[src/pem_pkg.sv]
package pem_pkg;
   localparam int          PEM_REG_AW        = 5;
   localparam int          PEM_DW            = 16;
   localparam int          PEM_NUM_EVT       = 13;
   localparam int          PEM_EVT_LSB       = 3;
   localparam logic [4:0]  PEM_ADDR_STATUS   = 5'h14;
   localparam logic [4:0]  PEM_ADDR_MASK     = 5'h15;
   localparam logic [4:0]  PEM_ADDR_CTRL     = 5'h16;
   localparam logic [4:0]  PEM_ADDR_CLEAR    = 5'h17;
   localparam logic [4:0]  PEM_ADDR_PHYADDR  = 5'h1f;
   localparam logic [4:0]  PEM_BCAST_PHY     = 5'h00;
   localparam int          PEM_BIT_SPEED     = 15;
   localparam int          PEM_BIT_LINK      = 14;
   localparam int          PEM_BIT_DUPLEX    = 13;
   localparam int          PEM_BIT_XOVER     = 12;
   localparam int          PEM_BIT_POL       = 11;
   localparam int          PEM_BIT_PDFAULT   = 10;
   localparam int          PEM_BIT_MSERR     = 9;
   localparam int          PEM_BIT_NOHCD     = 8;
   localparam int          PEM_BIT_NOLINK    = 7;
   localparam int          PEM_BIT_JABBER    = 6;
   localparam int          PEM_BIT_NEXTPAGE  = 5;
   localparam int          PEM_BIT_ANDONE    = 4;
   localparam int          PEM_BIT_RFAULT    = 3;
   localparam int          PEM_BIT_GRST      = 15;
   localparam int          PEM_BIT_BCAST     = 7;
   localparam int          PEM_MODE_LSB      = 0;
   localparam logic [15:0] PEM_EVT_FIELD     = 16'hfff8;
   localparam logic [15:0] PEM_MASK_RST      = 16'h0000;
   localparam logic [15:0] PEM_STATUS_RST    = 16'h0000;
   localparam logic [1:0]  PEM_MODE_RST      = 2'h3;
   typedef enum logic [1:0] {
      PEM_MODE_B8_NOINC = 2'h0,
      PEM_MODE_B8_INC   = 2'h1,
      PEM_MODE_B16_INC  = 2'h2,
      PEM_MODE_B8_WO    = 2'h3
   } pem_mode_e;
endpackage : pem_pkg

[src/pem_edge_detect.sv]
`timescale 1ns/1ns
// registers link state and flags a change on any of its bits
module pem_edge_detect
   import pem_pkg::*;
#(
   parameter int W = 1
) (
   input  wire logic         clk_sys_in,
   input  wire logic         sys_rst_in,
   input  wire logic [W-1:0] level_in,
   output logic              change_out
);
   logic [W-1:0] prev_q;
   logic [W-1:0] prev_d;
   logic         prim_q;
   logic         prim_d;

   initial begin
      if (W < 1) $error("pem_edge_detect: W must be at least 1");
   end

   always_comb begin
      prev_d = level_in;
      // first cycle after reset only primes; no false change
      prim_d = 1'b1;
   end

   always_ff @(posedge clk_sys_in or posedge sys_rst_in) begin
      if (sys_rst_in) begin
         prev_q <= '0;
         prim_q <= 1'b0;
      end else begin
         prev_q <= prev_d;
         prim_q <= prim_d;
      end
   end

   assign change_out = prim_q && (prev_q != level_in);
endmodule : pem_edge_detect

[src/pem_event_mask.sv]
`timescale 1ns/1ns
module pem_event_mask
   import pem_pkg::*;
#(
   parameter int POL_CHANNELS = 4
) (
   input  wire logic                      clk_sys_in,
   input  wire logic                      sys_rst_in,
   // management register port, one cycle per access
   input  wire logic                      reg_wr_in,
   input  wire logic                      reg_rd_in,
   input  wire logic [4:0]                reg_addr_in,
   input  wire logic [4:0]                reg_phy_in,
   input  wire logic [15:0]               reg_wdata_in,
   input  wire logic [4:0]                phy_addr_in,
   output logic      [15:0]               reg_rdata_out,
   output logic                           reg_rvalid_out,
   // link state levels
   input  wire logic [1:0]                link_speed_in,
   input  wire logic                      link_up_in,
   input  wire logic                      full_duplex_in,
   input  wire logic                      xover_swap_in,
   input  wire logic [POL_CHANNELS-1:0]   rx_polarity_in,
   input  wire logic                      jabber_in,
   input  wire logic                      mode_10bt_in,
   input  wire logic                      mode_1000bt_in,
   input  wire logic                      remote_fault_in,
   // one-cycle event pulses
   input  wire logic                      pd_fault_in,
   input  wire logic                      ms_fail_in,
   input  wire logic                      no_hcd_in,
   input  wire logic                      an_no_link_in,
   input  wire logic                      next_page_event_in,
   input  wire logic                      negotiation_done_event_in,
   // device outputs
   output logic                           irq_out,
   output logic                           chip_reset_out,
   output logic                           bcast_en_out,
   output logic      [1:0]                access_mode_out
);
   import pem_pkg::*;

   // package constants must agree with the fixed 16-bit register view
   initial begin
      if (POL_CHANNELS < 1 || POL_CHANNELS > 8)
         $error("pem_event_mask: POL_CHANNELS must be 1..8");
      if (PEM_DW != 16 || PEM_REG_AW != 5)
         $error("pem_event_mask: register view must be 16 by 5 bits");
      if (PEM_EVT_LSB + PEM_NUM_EVT != PEM_DW)
         $error("pem_event_mask: event field must end at the top bit");
   end

   // event status, event mask and control state
   logic [15:0] status_q;
   logic [15:0] status_d;
   logic [15:0] mask_q;
   logic [15:0] mask_d;
   logic        grst_q;
   logic        grst_d;
   logic        bcast_q;
   logic        bcast_d;
   logic [1:0]  mode_q;
   logic [1:0]  mode_d;
   logic        irq_q;
   logic        irq_d;
   // read answer state
   logic [15:0] rdata_q;
   logic [15:0] rdata_d;
   logic        rvalid_q;
   logic        rvalid_d;

   // change flags from the level detectors
   logic        spd_chg;
   logic        lnk_chg;
   logic        dpx_chg;
   logic        xov_chg;
   logic        pol_chg;
   logic        rf_chg;
   logic        jab_chg;
   logic [15:0] evt;
   logic        sel_wr;

   // one write decode shared by every writable register
   function automatic logic wr_hit(input logic       sel,
                                   input logic [4:0] addr,
                                   input logic [4:0] target);
      wr_hit = sel && (addr == target);
   endfunction : wr_hit

   function automatic logic addressed(input logic [4:0] phy,
                                      input logic       wr,
                                      input logic       bc,
                                      input logic [4:0] own);
      addressed = (phy == own) || (wr && bc && phy == PEM_BCAST_PHY);
   endfunction : addressed

   // one detector per level input except the mode_10bt_in and mode_1000bt_in qualifiers; any changed bit is one event

   pem_edge_detect #(.W(2)) u_spd (
      .clk_sys_in (clk_sys_in),
      .sys_rst_in (sys_rst_in),
      .level_in   (link_speed_in),
      .change_out (spd_chg)
   );
   pem_edge_detect #(.W(1)) u_lnk (
      .clk_sys_in (clk_sys_in),
      .sys_rst_in (sys_rst_in),
      .level_in   (link_up_in),
      .change_out (lnk_chg)
   );
   pem_edge_detect #(.W(1)) u_dpx (
      .clk_sys_in (clk_sys_in),
      .sys_rst_in (sys_rst_in),
      .level_in   (full_duplex_in),
      .change_out (dpx_chg)
   );
   pem_edge_detect #(.W(1)) u_xov (
      .clk_sys_in (clk_sys_in),
      .sys_rst_in (sys_rst_in),
      .level_in   (xover_swap_in),
      .change_out (xov_chg)
   );

   // all receive channels share one flag: any flip sets bit 11
   pem_edge_detect #(.W(POL_CHANNELS)) u_pol (
      .clk_sys_in (clk_sys_in),
      .sys_rst_in (sys_rst_in),
      .level_in   (rx_polarity_in),
      .change_out (pol_chg)
   );

   // jabber changes are qualified by 10BASE-T mode further down
   pem_edge_detect #(.W(1)) u_jab (
      .clk_sys_in (clk_sys_in),
      .sys_rst_in (sys_rst_in),
      .level_in   (jabber_in),
      .change_out (jab_chg)
   );
   pem_edge_detect #(.W(1)) u_rf (
      .clk_sys_in (clk_sys_in),
      .sys_rst_in (sys_rst_in),
      .level_in   (remote_fault_in),
      .change_out (rf_chg)
   );

   always_comb begin
      evt                   = '0;
      // speed changes count only while a link is established
      evt[PEM_BIT_SPEED]    = spd_chg && link_up_in;
      evt[PEM_BIT_LINK]     = lnk_chg;
      evt[PEM_BIT_DUPLEX]   = dpx_chg;
      evt[PEM_BIT_XOVER]    = xov_chg;
      evt[PEM_BIT_POL]      = pol_chg;
      evt[PEM_BIT_PDFAULT]  = pd_fault_in;
      evt[PEM_BIT_MSERR]    = ms_fail_in && mode_1000bt_in;
      evt[PEM_BIT_NOHCD]    = no_hcd_in;
      evt[PEM_BIT_NOLINK]   = an_no_link_in;
      evt[PEM_BIT_JABBER]   = jab_chg && mode_10bt_in;
      evt[PEM_BIT_NEXTPAGE] = next_page_event_in;
      evt[PEM_BIT_ANDONE]   = negotiation_done_event_in;
      evt[PEM_BIT_RFAULT]   = rf_chg;
   end

   always_comb begin
      sel_wr   = reg_wr_in && addressed(reg_phy_in, 1'b1, bcast_q,
                                        phy_addr_in);
      status_d = status_q;
      mask_d   = mask_q;
      bcast_d  = bcast_q;
      mode_d   = mode_q;
      // reset request lasts one cycle; control reads never return it, so it reads as zero
      grst_d   = 1'b0;
      // writes to the status address fall through and are ignored
      if (wr_hit(sel_wr, reg_addr_in, PEM_ADDR_CLEAR))
         status_d = status_d & ~reg_wdata_in;
      // set after clear: a same-cycle event survives the clear
      status_d = (status_d | evt) & PEM_EVT_FIELD;
      if (wr_hit(sel_wr, reg_addr_in, PEM_ADDR_MASK))
         mask_d = reg_wdata_in & PEM_EVT_FIELD;
      if (wr_hit(sel_wr, reg_addr_in, PEM_ADDR_CTRL)) begin
         grst_d  = reg_wdata_in[PEM_BIT_GRST];
         bcast_d = reg_wdata_in[PEM_BIT_BCAST];
         mode_d  = reg_wdata_in[PEM_MODE_LSB +: 2];
      end
      // built from next values so irq follows a write at its own edge
      irq_d = |(status_d & mask_d);
   end

   always_comb begin
      rvalid_d = reg_rd_in && addressed(reg_phy_in, 1'b0, bcast_q,
                                        phy_addr_in);
      rdata_d  = '0;
      if (rvalid_d) begin
         unique case (reg_addr_in)
            PEM_ADDR_STATUS: rdata_d = status_q;
            PEM_ADDR_MASK:   rdata_d = mask_q;
            PEM_ADDR_CTRL: begin
               rdata_d[PEM_BIT_BCAST]        = bcast_q;
               rdata_d[PEM_MODE_LSB +: 2]    = mode_q;
            end
            // clear register bits self-clear, so always read zero
            default:         rdata_d = '0;
         endcase
      end
   end

   // register state; the chip reset pulse does not reset this block
   always_ff @(posedge clk_sys_in or posedge sys_rst_in) begin
      if (sys_rst_in) begin
         status_q <= PEM_STATUS_RST;
         mask_q   <= PEM_MASK_RST;
         grst_q   <= 1'b0;
         bcast_q  <= 1'b0;
         mode_q   <= PEM_MODE_RST;
         irq_q    <= 1'b0;
      end else begin
         status_q <= status_d;
         mask_q   <= mask_d;
         grst_q   <= grst_d;
         bcast_q  <= bcast_d;
         mode_q   <= mode_d;
         irq_q    <= irq_d;
      end
   end

   // read answer: one cycle, data zero whenever no answer stands
   always_ff @(posedge clk_sys_in or posedge sys_rst_in) begin
      if (sys_rst_in) begin
         rdata_q  <= '0;
         rvalid_q <= 1'b0;
      end else begin
         rdata_q  <= rdata_d;
         rvalid_q <= rvalid_d;
      end
   end

   assign reg_rdata_out   = rdata_q;
   assign reg_rvalid_out  = rvalid_q;
   assign irq_out         = irq_q;
   assign chip_reset_out  = grst_q;
   assign bcast_en_out    = bcast_q;
   assign access_mode_out = mode_q;
endmodule : pem_event_mask

[config.mk]
export PLATFORM = sky130hd
export DESIGN_NAME = pem_event_mask
export DESIGN_NICKNAME = d
export VERILOG_FILES = /design/src/pem_pkg.sv /design/src/pem_edge_detect.sv /design/src/pem_event_mask.sv
export SDC_FILE = /design/constraint.sdc
export NUM_CORES = 1
export LEC_CHECK = 0
export ABC_CLOCK_PERIOD_IN_PS = 5200
export BUFFER_PORTS_ARGS = -buffer_cell sky130_fd_sc_hd__buf_2
export CAP_MARGIN = 20
export CORE_UTILIZATION = 50
export CTS_BUF_LIST = sky130_fd_sc_hd__clkbuf_8
export CTS_CLUSTER_SIZE = 8
export DETAILED_ROUTE_END_ITERATION = 6
export GPL_TIMING_DRIVEN = 0
export PLACE_DENSITY = 0.85
export RECOVER_POWER = 25
export SLEW_MARGIN = 5
export SYNTH_ARGS = -nofsm -noshare
export SYNTH_HDL_FRONTEND = slang
export SYNTH_SLANG_ARGS = --single-unit
[constraint.sdc]
create_clock -name clk_sys_in -period 5.2 [get_ports clk_sys_in]
set_clock_uncertainty 0.05 [all_clocks]
set_input_delay 0.52 -clock clk_sys_in [delete_from_list [all_inputs] [get_ports clk_sys_in]]
set_output_delay 0.52 -clock clk_sys_in [all_outputs]
set_load 0.05 [all_outputs]
Word-level counts from Yosys, hierarchy flattened:

Cells that the tools add are included.

* output and inout port bits: 22
* word-level logic and storage cells: 59
* bits of input ports: 54
* register bits: 63

* bitwise logic cells: 4
* mux-type cells: 8
* eq/ne operators: 12
* reduce and logical (&&, ||, !) cells: 19

Operators with widths (count)
* 16-bit 2-to-1 mux: 3
* 16-bit AND: 2
* 5-bit equality test, second input constant: 4
* 1-bit logical AND: 16
* 16-bit inverter: 1
* 16-bit OR: 1
* 8-bit case mux with 2 select lines: 1
* 16-bit OR reduction: 1
* 5-bit case mux with 2 select lines: 1
* 5-bit equality test: 1
* 5-bit logical NOT: 1
* 1-bit inequality test: 5
* 4-bit inequality test: 1
* 2-bit case mux with 2 select lines: 1
* 1-bit case mux with 3 select lines: 1
* 2-bit inequality test: 1
* 1-bit logical OR: 1
* 1-bit 2-to-1 mux: 1

Logic depth before layout (Yosys ltp):

Gate-level depths: netlist of run 1.

* depth after elaboration: 9
* mapped depth: 8

Cells and area by module:

A second synthesis of run 1 with hierarchy kept.

* cell total of the unflattened synthesis: 229
* area total of the unflattened synthesis: 2721.4 um^2

By module, submodules not included
* pem_event_mask: seq. area each 1178.6 um^2, times used 1, area each 2072.0 um^2, cells each 179
* pem_edge_detect (u_dpx ...): seq. area each 50.0 um^2, times used 5, area each 72.6 um^2, cells each 6
* pem_edge_detect (u_pol): seq. area each 125.1 um^2, times used 1, area each 178.9 um^2, cells each 12
* pem_edge_detect (u_spd): seq. area each 75.1 um^2, times used 1, area each 107.6 um^2, cells each 8

Least setup slack after synthesis of run 1:

Ideal clock, no wire load.

* path kind: input-to-reg
* start: input port reg_phy_in[0]
* end: register irq_q (netlist: irq_out)
* library setup time: 0.138 ns
* slack: 2.586 ns
* arrival time: 2.427 ns
* cell stages on the path: 8
* required time: 5.012 ns
* path through: or4_4 -> nor4_4 -> a32oi_2 -> buf_6 -> mux2_4 -> a22o_1 -> a2111oi_2 -> nand4_1

RTL lines
* from (decl): line pem_event_mask.sv:13 `input wire logic [4:0] reg_phy_in,`
* 5-bit logical NOT
* 1-bit logical AND: line pem_event_mask.sv:94 `addressed = (phy == own) || (wr && bc && phy == PEM_BCAST_PHY);`
* 1-bit logical OR *: line pem_event_mask.sv:94
* 1-bit logical AND *: line pem_event_mask.sv:165 `sel_wr = reg_wr_in && addressed(reg_phy_in, 1'b1, bcast_q,`
* 1-bit logical AND *: line pem_event_mask.sv:87 `wr_hit = sel && (addr == target);`
* 16-bit 2-to-1 mux *: line pem_event_mask.sv:178 `if (wr_hit(sel_wr, reg_addr_in, PEM_ADDR_MASK))`
* via mask_d[15]: line pem_event_mask.sv:57 `logic [15:0] mask_d;`
* 16-bit AND *: line pem_event_mask.sv:186 `irq_d = |(status_d & mask_d);`
* 16-bit OR reduction *: line pem_event_mask.sv:186
* via irq_d: line pem_event_mask.sv:65 `logic irq_d;`
* to (signal assigned): line pem_event_mask.sv:222 `irq_q <= irq_d;`
* to (decl): line pem_event_mask.sv:64 `logic irq_q;`

The timed path passes the listed nets; every way through them passes the cells marked *.
A chain may end at the register's enable or synchronous reset.

Worst setup path after layout of run 1:

* start: input port reg_addr_in[3]
* end: register irq_q (netlist: irq_out)

RTL lines
* from (decl): line pem_event_mask.sv:12 `input wire logic [4:0] reg_addr_in,`
* 5-bit equality test: line pem_event_mask.sv:87
* 1-bit logical AND: line pem_event_mask.sv:87
* 16-bit 2-to-1 mux: line pem_event_mask.sv:178
* via mask_d[15]: line pem_event_mask.sv:57
* 16-bit AND: line pem_event_mask.sv:186
* 16-bit OR reduction: line pem_event_mask.sv:186
* via irq_d: line pem_event_mask.sv:65

The timed path passes the listed nets, and every way through them passes these cells.

==> results of run 1 <==
==> where the power goes <==
group          switching (mW)  internal [mW]  total (mW)
Combinational          0.0527         0.0344      0.0871
Clock                   0.182          0.282       0.465
Sequential            0.00431          0.469       0.473
==> state kept, by name, indices dropped and copies added, names as in the netlist, 2 cells and up <==
name and cells:
access_mode_out 2, mask_q 13, reg_rdata_out 15, u_spd.prev_q 2
status_q 13, u_pol.prev_q 4
==> area by class of cell <==
type / count / area, sq um
Clock buffer: 10 / 138
Tap cell: 67 / 83.8
Timing Repair Buffer: 74 / 355
Sequential cell: 59 / 1480
Multi-Input combinational cell: 135 / 1020
Fill cell: 405 / 1600
Inverter: 3 / 11.3
Buffer: 8 / 42.5
Clock inverter: 6 / 88.8
==> metrics by stage <==
step	power (mW)	hold slack [ps]	setup WS (ps)	cell area [sq um]
final	1.02	253	2590	3220
after global placement	0.568	453	2290	3010
after CTS	1.04	130	2630	3250
after detailed placement	0.572	458	2270	3030
after global routing	1.06	247	2080	3220
after floorplan	0.531	430	2590	2560
==> cell usage after synthesis, types with 2 or more instances <==
master                     count
sky130_fd_sc_hd__xor2_1       14
sky130_fd_sc_hd__nand3_1       4
sky130_fd_sc_hd__and3_1        3
sky130_fd_sc_hd__o41ai_1       2
sky130_fd_sc_hd__dfstp_2       2
sky130_fd_sc_hd__a21oi_1       2
sky130_fd_sc_hd__a22o_1        4
sky130_fd_sc_hd__nor2_1       16
sky130_fd_sc_hd__dfrtp_1      57
sky130_fd_sc_hd__xnor2_1       2
sky130_fd_sc_hd__o21ai_0       3
sky130_fd_sc_hd__mux2_2       15
sky130_fd_sc_hd__nor3_1        4
sky130_fd_sc_hd__conb_1        2
sky130_fd_sc_hd__clkbuf_1      5
sky130_fd_sc_hd__a22oi_1      12
sky130_fd_sc_hd__nand4b_1     10
sky130_fd_sc_hd__inv_1         3
sky130_fd_sc_hd__a21boi_0      2
sky130_fd_sc_hd__or2_2         4
sky130_fd_sc_hd__and2_1        4
sky130_fd_sc_hd__o22a_1        8
sky130_fd_sc_hd__nand2_1       7
==> worst reg2reg max path, delay by kind of cell (launching register included) <==
kind,cells,cell delay [ps]
muxes,1,320
and+or+nand+nor,3,380
AOI/OAI and AO/OA,3,830
DFF,1,420
buffers and inverters,1,220
==> layout by cell type (no fill, tap or decap), types with 3 or more instances in the layout <==
cell type,instances
sky130_fd_sc_hd__buf_2,63
sky130_fd_sc_hd__inv_1,3
sky130_fd_sc_hd__a22o_1,4
sky130_fd_sc_hd__nor3_1,4
sky130_fd_sc_hd__clkbuf_1,17
sky130_fd_sc_hd__mux2_2,15
sky130_fd_sc_hd__clkbuf_8,10
sky130_fd_sc_hd__and3_1,3
sky130_fd_sc_hd__o22a_1,8
sky130_fd_sc_hd__o21ai_0,3
sky130_fd_sc_hd__or2_2,4
sky130_fd_sc_hd__nand2_1,7
sky130_fd_sc_hd__a22oi_1,12
sky130_fd_sc_hd__dfrtp_1,57
sky130_fd_sc_hd__nor2_1,16
sky130_fd_sc_hd__nand4b_1,10
sky130_fd_sc_hd__xor2_1,14
sky130_fd_sc_hd__and2_1,4
sky130_fd_sc_hd__nand3_1,4
==> path summary, 6_finish.rpt <==
check                                       endpoint  slack (ps)  cells past startpoint
max                                irq_out$_DFF_PP0_        2590                      9
min                        u_pol.prev_q[3]$_DFF_PP0_         250                      1
max reg2reg                        irq_out$_DFF_PP0_        2860                      8
min reg2reg                      mask_q[7]$_DFF_PP0_         480                      1
max in group asynchronous   chip_reset_out$_DFF_PP0_        2600                      3
min in group asynchronous          irq_out$_DFF_PP0_         260                      2
==> layer usage <==
layer | vias to the layer above | part of all wire
li1 | 918 | -
met1 | 956 | 0.44
met2 | 60 | 0.48
met3 | 12 | 0.065
met4 | 0 | 0.021
met5 | - | 0
==> cells by family after synthesis <==
family                    Yosys count
and+or+nand+nor                    62
DFF                                59
AOI/OAI and AO/OA                  38
muxes                              17
xor gates and xnor gates           16
buffers and inverters              11
other                               2
==> load_flow_metrics.sql, run 1 <==
INSERT INTO impl_metrics (metric_group, metric, value, unit) VALUES
('worst_setup_path', 'timing.rr.start', 'bcast_en_out$_DFFE_PP0P_', ''),
('floorplanning', 'initial_utilization', '0.531', ''),
('status', 'violations', 'max-capacitance violations, max-slew violations', ''),
('clock_network', 'cts_tree', 'built', ''),
('route', 'wirelength', '5.44', 'mm'),
('place', 'buffer_ports.inserted', '73', ''),
('min_path', 'launch_instance_of_the_worst_min_delay_path', 'rx_polarity_in[3]', ''),
('route', 'dr.pass1.iters', '4', ''),
('synthesis', 'synth_top_family_by_area', 'simple AND/OR/NAND/NOR gates', ''),
('global_route', 'grt_use_met3', '0.0796', ''),
('worst_setup_path', 'crit_arrival', '2770', 'ps'),
('cells_and_area', 'post-route-util', '0.669', ''),
('synthesis', 'synth_enable_flop_cells', '0', ''),
('synthesis', 'mappedNetlistNets', '259', ''),
('worst_setup_path', 'setup.worst_path.class', 'in -> reg', ''),
('synthesis', 'synth_seq_area_share', '0.579', ''),
('synthesis', 'synth_mux_area_frac', '0.0759', ''),
('synthesis', 'ys_ff_latch', '59', ''),
('floorplanning', 'die_width', '73.5', 'microns'),
('timing', 'relSlewSlack', '-0.271', ''),
('worst_setup_path', 'worst_path_dominant_cell_family', 'simple AND/OR/NAND/NOR gates', ''),
('floorplanning', 'num_rows', '25', ''),
('min_path', 'worst_hold_path_type', 'in -> reg', ''),
('route', 'postRouteAntennaNets', '0', ''),
('route', 'post_drt_wl_per_cell', '15.0', 'microns'),
('synthesis', 'synth_top_cell_area_share', '0.558', ''),
('clock_network', 'cts-htree-levels', '3', ''),
('worst_setup_path', 'critical_path.cell_chain', 'buf_2 -> nand4b_1 -> nor2_1 -> a32oi_2 -> buf_6 -> mux2_4 -> a22o_1 -> a2111oi_2 -> nand4_1', ''),
('floorplanning', 'die-area', '5400', 'sq um'),
('synthesis', 'synth-compound-area-share', '0.121', ''),
('timing', 'finalWorstPathRequiredPeriod', '2610', 'ps'),
('floorplanning', 'core_box_area', '4820', 'sq um'),
('pwr', 'p_per_area', '318', 'nW/um^2'),
('worst_setup_path', 'worst_path_max_delay_cell', 'sky130_fd_sc_hd__nand4b_1', ''),
('synthesis', 'postSynth.asyncResetShare', '1.00', ''),
('cells_and_area', 'final_stage_net_count', '344', ''),
('cells_and_area', 'antenna_cells', '0', ''),
('pwr', 'leakagePower', '1.50', 'nW'),
('global_route', 'grt_antenna_before_repair', '0', ''),
('run', 'cap_violations', '1', ''),
('synthesis', 'synth_top_cells_by_area', 'sky130_fd_sc_hd__dfrtp_1, sky130_fd_sc_hd__mux2_2, sky130_fd_sc_hd__xor2_1, sky130_fd_sc_hd__a22oi_1, sky130_fd_sc_hd__nand4b_1', ''),
('global_route', 'groute.layer.met1.usage', '0.285', ''),
('clock_network', 'cts_max_path_buffers', '2', ''),
('worst_setup_path', 'timing.critical_path.buf_inv', '2', ''),
('global_route', 'grt_pass1_wl', '8.91', 'mm'),
('cells_and_area', 'layoutNonFillerInstCount', '362', ''),
('clock_network', 'post_cts_resized', '0', ''),
('synthesis', 'netlist.top_cell.by_area', 'sky130_fd_sc_hd__dfrtp_1', ''),
('worst_setup_path', 'worst_setup_startpoint', 'reg_addr_in[3]', ''),
('timing', 'fin_setup_tns', '0', 'ps'),
('pwr', 'vdd_drop_max', '0.206', 'mV'),
('clock_network', 'postCtsSetupRepairBufs', '0', ''),
('global_route', 'global_route.usage.total', '0.231', ''),
('clock_network', 'clk-insertion-delay-late', '350', 'ps'),
('status', 'status', 'complete, but fails checks', ''),
('floorplanning', 'fp.dieH', '73.5', 'microns'),
('cells_and_area', 'syn2layout_area_growth', '26.0', '%'),
('timing', 'fin_crit_sh', '0.501', ''),
('timing', 'final_max_slew_viol_count', '39', ''),
('synthesis', 'synth.avg_cell_area', '12.5', 'sq um'),
('route', 'routed_via_count', '1946', ''),
('route', 'viasPerCell', '5.38', ''),
('clock_network', 'tritoncts.num_buffers', '9', ''),
('floorplanning', 'io_pins', '76', ''),
('place', 'place_hpwl', '3.95', 'mm'),
('synthesis', 'yosysUniqueCellTypes', '43', ''),
('worst_setup_path', 'worstPathRequired', '5360', 'ps'),
('global_route', 'grt_pass1_vias', '1998', ''),
('global_route', 'top_usage_layer', 'met2', ''),
('route', 'drc', '0', ''),
('synthesis', 'post_synth_and_or_nand_nor_area_fraction', '0.146', '');
(Power assumes the default switching activity.)
==> inputs of run 2 (changes only) <==
ABC_CLOCK_PERIOD_IN_PS = 2400   (was 5200)
clock period = 2.4 ns   (was 5.2 ns; I/O delays follow)
==> load_flow_metrics.sql, run 2 (same netlist as run 1, synthesis figures left out) <==
INSERT INTO impl_metrics (metric_group, metric, value, unit) VALUES
('place', 'buffer_ports.inserted', '73', ''),
('clock_network', 'cts.reportedPaths.clkPinSlew', '70', 'ps'),
('pwr', 'power.share.switching', '0.232', ''),
('floorplanning', 'initial_utilization', '0.531', ''),
('route', 'initialDrtViolationCount', '109', ''),
('route', 'post_drt_wl_per_cell', '15.1', 'microns'),
('worst_setup_path', 'worst_path_max_delay_cell', 'sky130_fd_sc_hd__or4_4', ''),
('min_path', 'worst_hold_path_type', 'in -> reg', ''),
('timing', 'relSlewSlack', '0.559', ''),
('floorplanning', 'core_box_area', '4820', 'sq um'),
('worst_setup_path', 'worstPathRequired', '2550', 'ps'),
('pwr', 'leakagePower', '1.57', 'nW'),
('global_route', 'grt_antenna_before_repair', '0', ''),
('worst_setup_path', 'crit_path_max_fo', '10', ''),
('route', 'wirelength', '5.71', 'mm'),
('clock_network', 'cts_tree', 'built', ''),
('place', 'place_hpwl', '4.11', 'mm'),
('floorplanning', 'die-area', '5400', 'sq um'),
('worst_setup_path', 'worst_path_most_repeated_cell', 'sky130_fd_sc_hd__buf_2', ''),
('place', 'placer_congestion_estimate', '0.814', ''),
('worst_setup_path', 'setup.worst_path.class', 'in -> reg', ''),
('clock_network', 'clockRootBuffer', 'sky130_fd_sc_hd__clkbuf_8', ''),
('run', 'cap_violations', '0', ''),
('floorplanning', 'die_width', '73.5', 'microns'),
('timing', 'final.hold.worst_slack', '69.7', 'ps'),
('cells_and_area', 'final_cell_mix', 'sky130_fd_sc_hd__buf_2, sky130_fd_sc_hd__dfrtp_1, sky130_fd_sc_hd__clkbuf_1', ''),
('route', 'viasPerCell', '5.32', ''),
('cells_and_area', 'num-fill-cells', '366', ''),
('cells_and_area', 'most_common_cell_after_layout_fill_and_taps_aside', 'sky130_fd_sc_hd__buf_2', ''),
('cells_and_area', 'largest_register_ff_count', '15', ''),
('timing', 'grt_setup_unrepaired', 'no', ''),
('route', 'dr.pass1.iters', '5', ''),
('floorplanning', 'num_rows', '25', ''),
('global_route', 'globalRoute.totalOverflow', '0', ''),
('clock_network', 'cts.sink_count', '59', ''),
('timing', 'fin_crit_sh', '0.967', ''),
('clock_network', 'tritoncts.num_buffers', '9', ''),
('worst_setup_path', 'critical_path.cell_chain', 'buf_2 -> or4_4 -> or2_0 -> o31a_1 -> buf_2 -> o31ai_1 -> nand2_1 -> a2111oi_2 -> nand4_1', ''),
('global_route', 'global_route.usage.total', '0.242', ''),
('pwr', 'cellInternalPower', '1.75', 'mW'),
('worst_setup_path', 'cpPeakStageDelay', '540', 'ps'),
('timing', 'final_max_slew_viol_count', '0', ''),
('pwr', 'share_seq_of_total_power', '0.450', ''),
('timing', 'finalWorstPathRequiredPeriod', '2320', 'ps'),
('global_route', 'groute.layer.met2.usage', '0.378', ''),
('clock_network', 'cts_max_path_buffers', '2', ''),
('timing', 'tightestPinTransition', '660', 'ps'),
('route', 'drc', '0', ''),
('timing', 'final_hold_viol_count', '0', ''),
('pwr', 'vdd_drop_max', '0.487', 'mV'),
('worst_setup_path', 'crit_arrival', '2470', 'ps'),
('worst_setup_path', 'endpoint_kind', 'register', ''),
('global_route', 'grt_pass1_wl', '9.48', 'mm'),
('clock_network', 'clk-insertion-delay-late', '340', 'ps'),
('pwr', 'p_per_area', '670', 'nW/um^2'),
('global_route', 'grt_pass1_vias', '2095', ''),
('cells_and_area', 'multi_input_area', '1030', 'sq um'),
('timing', 'timing.final.setup_violations', '0', ''),
('timing', 'maxClockFrequency', '431', 'MHz'),
('route', 'routed_via_count', '2011', ''),
('pwr', 'power.share.clock', '0.458', ''),
('worst_setup_path', 'cp-start-kind', 'input port', ''),
('pwr', 'design_power_total', '2.28', 'mW'),
('global_route', 'groute.layer.met1.usage', '0.306', ''),
('cells_and_area', 'syn2layout_area_growth', '33.0', '%'),
('floorplanning', 'fp.dieH', '73.5', 'microns'),
('pwr', 'combPwrFrac', '0.092', ''),
('cells_and_area', 'drive_gt1_frac', '0.367', ''),
('global_route', 'grt_max_degree', '44', ''),
('status', 'status', 'finished, final reports clean', ''),
('cells_and_area', 'antenna_cells', '0', ''),
('timing', 'fin_setup_tns', '0', 'ps'),
('global_route', 'grt_use_met3', '0.0700', ''),
('cells_and_area', 'final_stage_net_count', '360', ''),
('floorplanning', 'io_pins', '76', ''),
('cells_and_area', 'seq_area', '1480', 'sq um'),
('clock_network', 'cts-htree-levels', '3', ''),
('global_route', 'top_usage_layer', 'met2', ''),
('pwr', 'switching_power', '0.528', 'mW'),
('route', 'postRouteAntennaNets', '0', '');
-- run 2: per-stage QoR --
stage / worst slack, ps / util / std cells / cell area [sq um]
after floorplan: 66.0 / - / 205 / 2560
after global placement: -224 / 0.624 / 345 / 3010
after detailed placement: -250 / 0.628 / 346 / 3030
after CTS: 85.9 / 0.702 / 374 / 3380
after global routing: 4.06 / 0.706 / 378 / 3400
final: 79.0 / 0.706 / 378 / 3400
-- run 2: worst paths after layout --
check / from / cells after the start / end / slack [ps]
setup / recovery: reg_phy_in[0] / 9 / irq_out$_DFF_PP0_ / 80
hold / removal: next_page_event_in / 2 / status_q[5]$_DFF_PP0_ / 70
setup reg to reg: bcast_en_out$_DFFE_PP0P_ / 8 / irq_out$_DFF_PP0_ / 90
hold reg to reg: status_q[5]$_DFF_PP0_ / 2 / reg_rdata_out[5]$_DFF_PP0_ / 480
max in group asynchronous: sys_rst_in / 4 / access_mode_out[1]$_DFFE_PP1P_ / 1100
min in group asynchronous: sys_rst_in / 3 / reg_rdata_out[11]$_DFF_PP0_ / 480
-- run 2: layout make-up --
type,count,area share
flip-flops and latches,59,0.435
plain buffers,8,0.0125
clock buffers,11,0.0445
multi-input cells,135,0.302
repair buffers,90,0.153
well taps,67,0.0247
clock inverters,5,0.0247
inverters,3,0.00331
-- run 2: power by group through the flow --
| stage | Clock, mW | Combinational (mW) | Sequential (mW) |
|---|---|---|---|
| 6_report | 1.04 | 0.211 | 1.02 |
| 5_1_grt | 1.11 | 0.231 | 1.03 |
| 4_1_cts | 1.06 | 0.213 | 1.02 |
| 3_5_place_dp | 0 | 0.198 | 1.04 |
| 3_3_place_gp | 0 | 0.188 | 1.04 |
| 2_1_floorplan | 0 | 0.0880 | 1.06 |
-- run 2: per-layer routing --
metal | vias up | wire length, microns
met5 | - | 0
met4 | 0 | 87
met3 | 9 | 372
met2 | 77 | 2810
met1 | 979 | 2440
li1 | 946 | -
-- run 2: what timing repair did --
item	CTS	global route
hold endpoints to repair	27	0
hold buffers	12	0
setup buffers	0	4
setup endpoints to repair	0	1
gates resized for setup	0	1
-- run 2: critical path: cells and delay by family --
kind / cells / cell delay [ps]
AO/OA/AOI/OAI: 3 / 840
buffers and inverters: 2 / 340
AND/OR/NAND/NOR: 4 / 1050
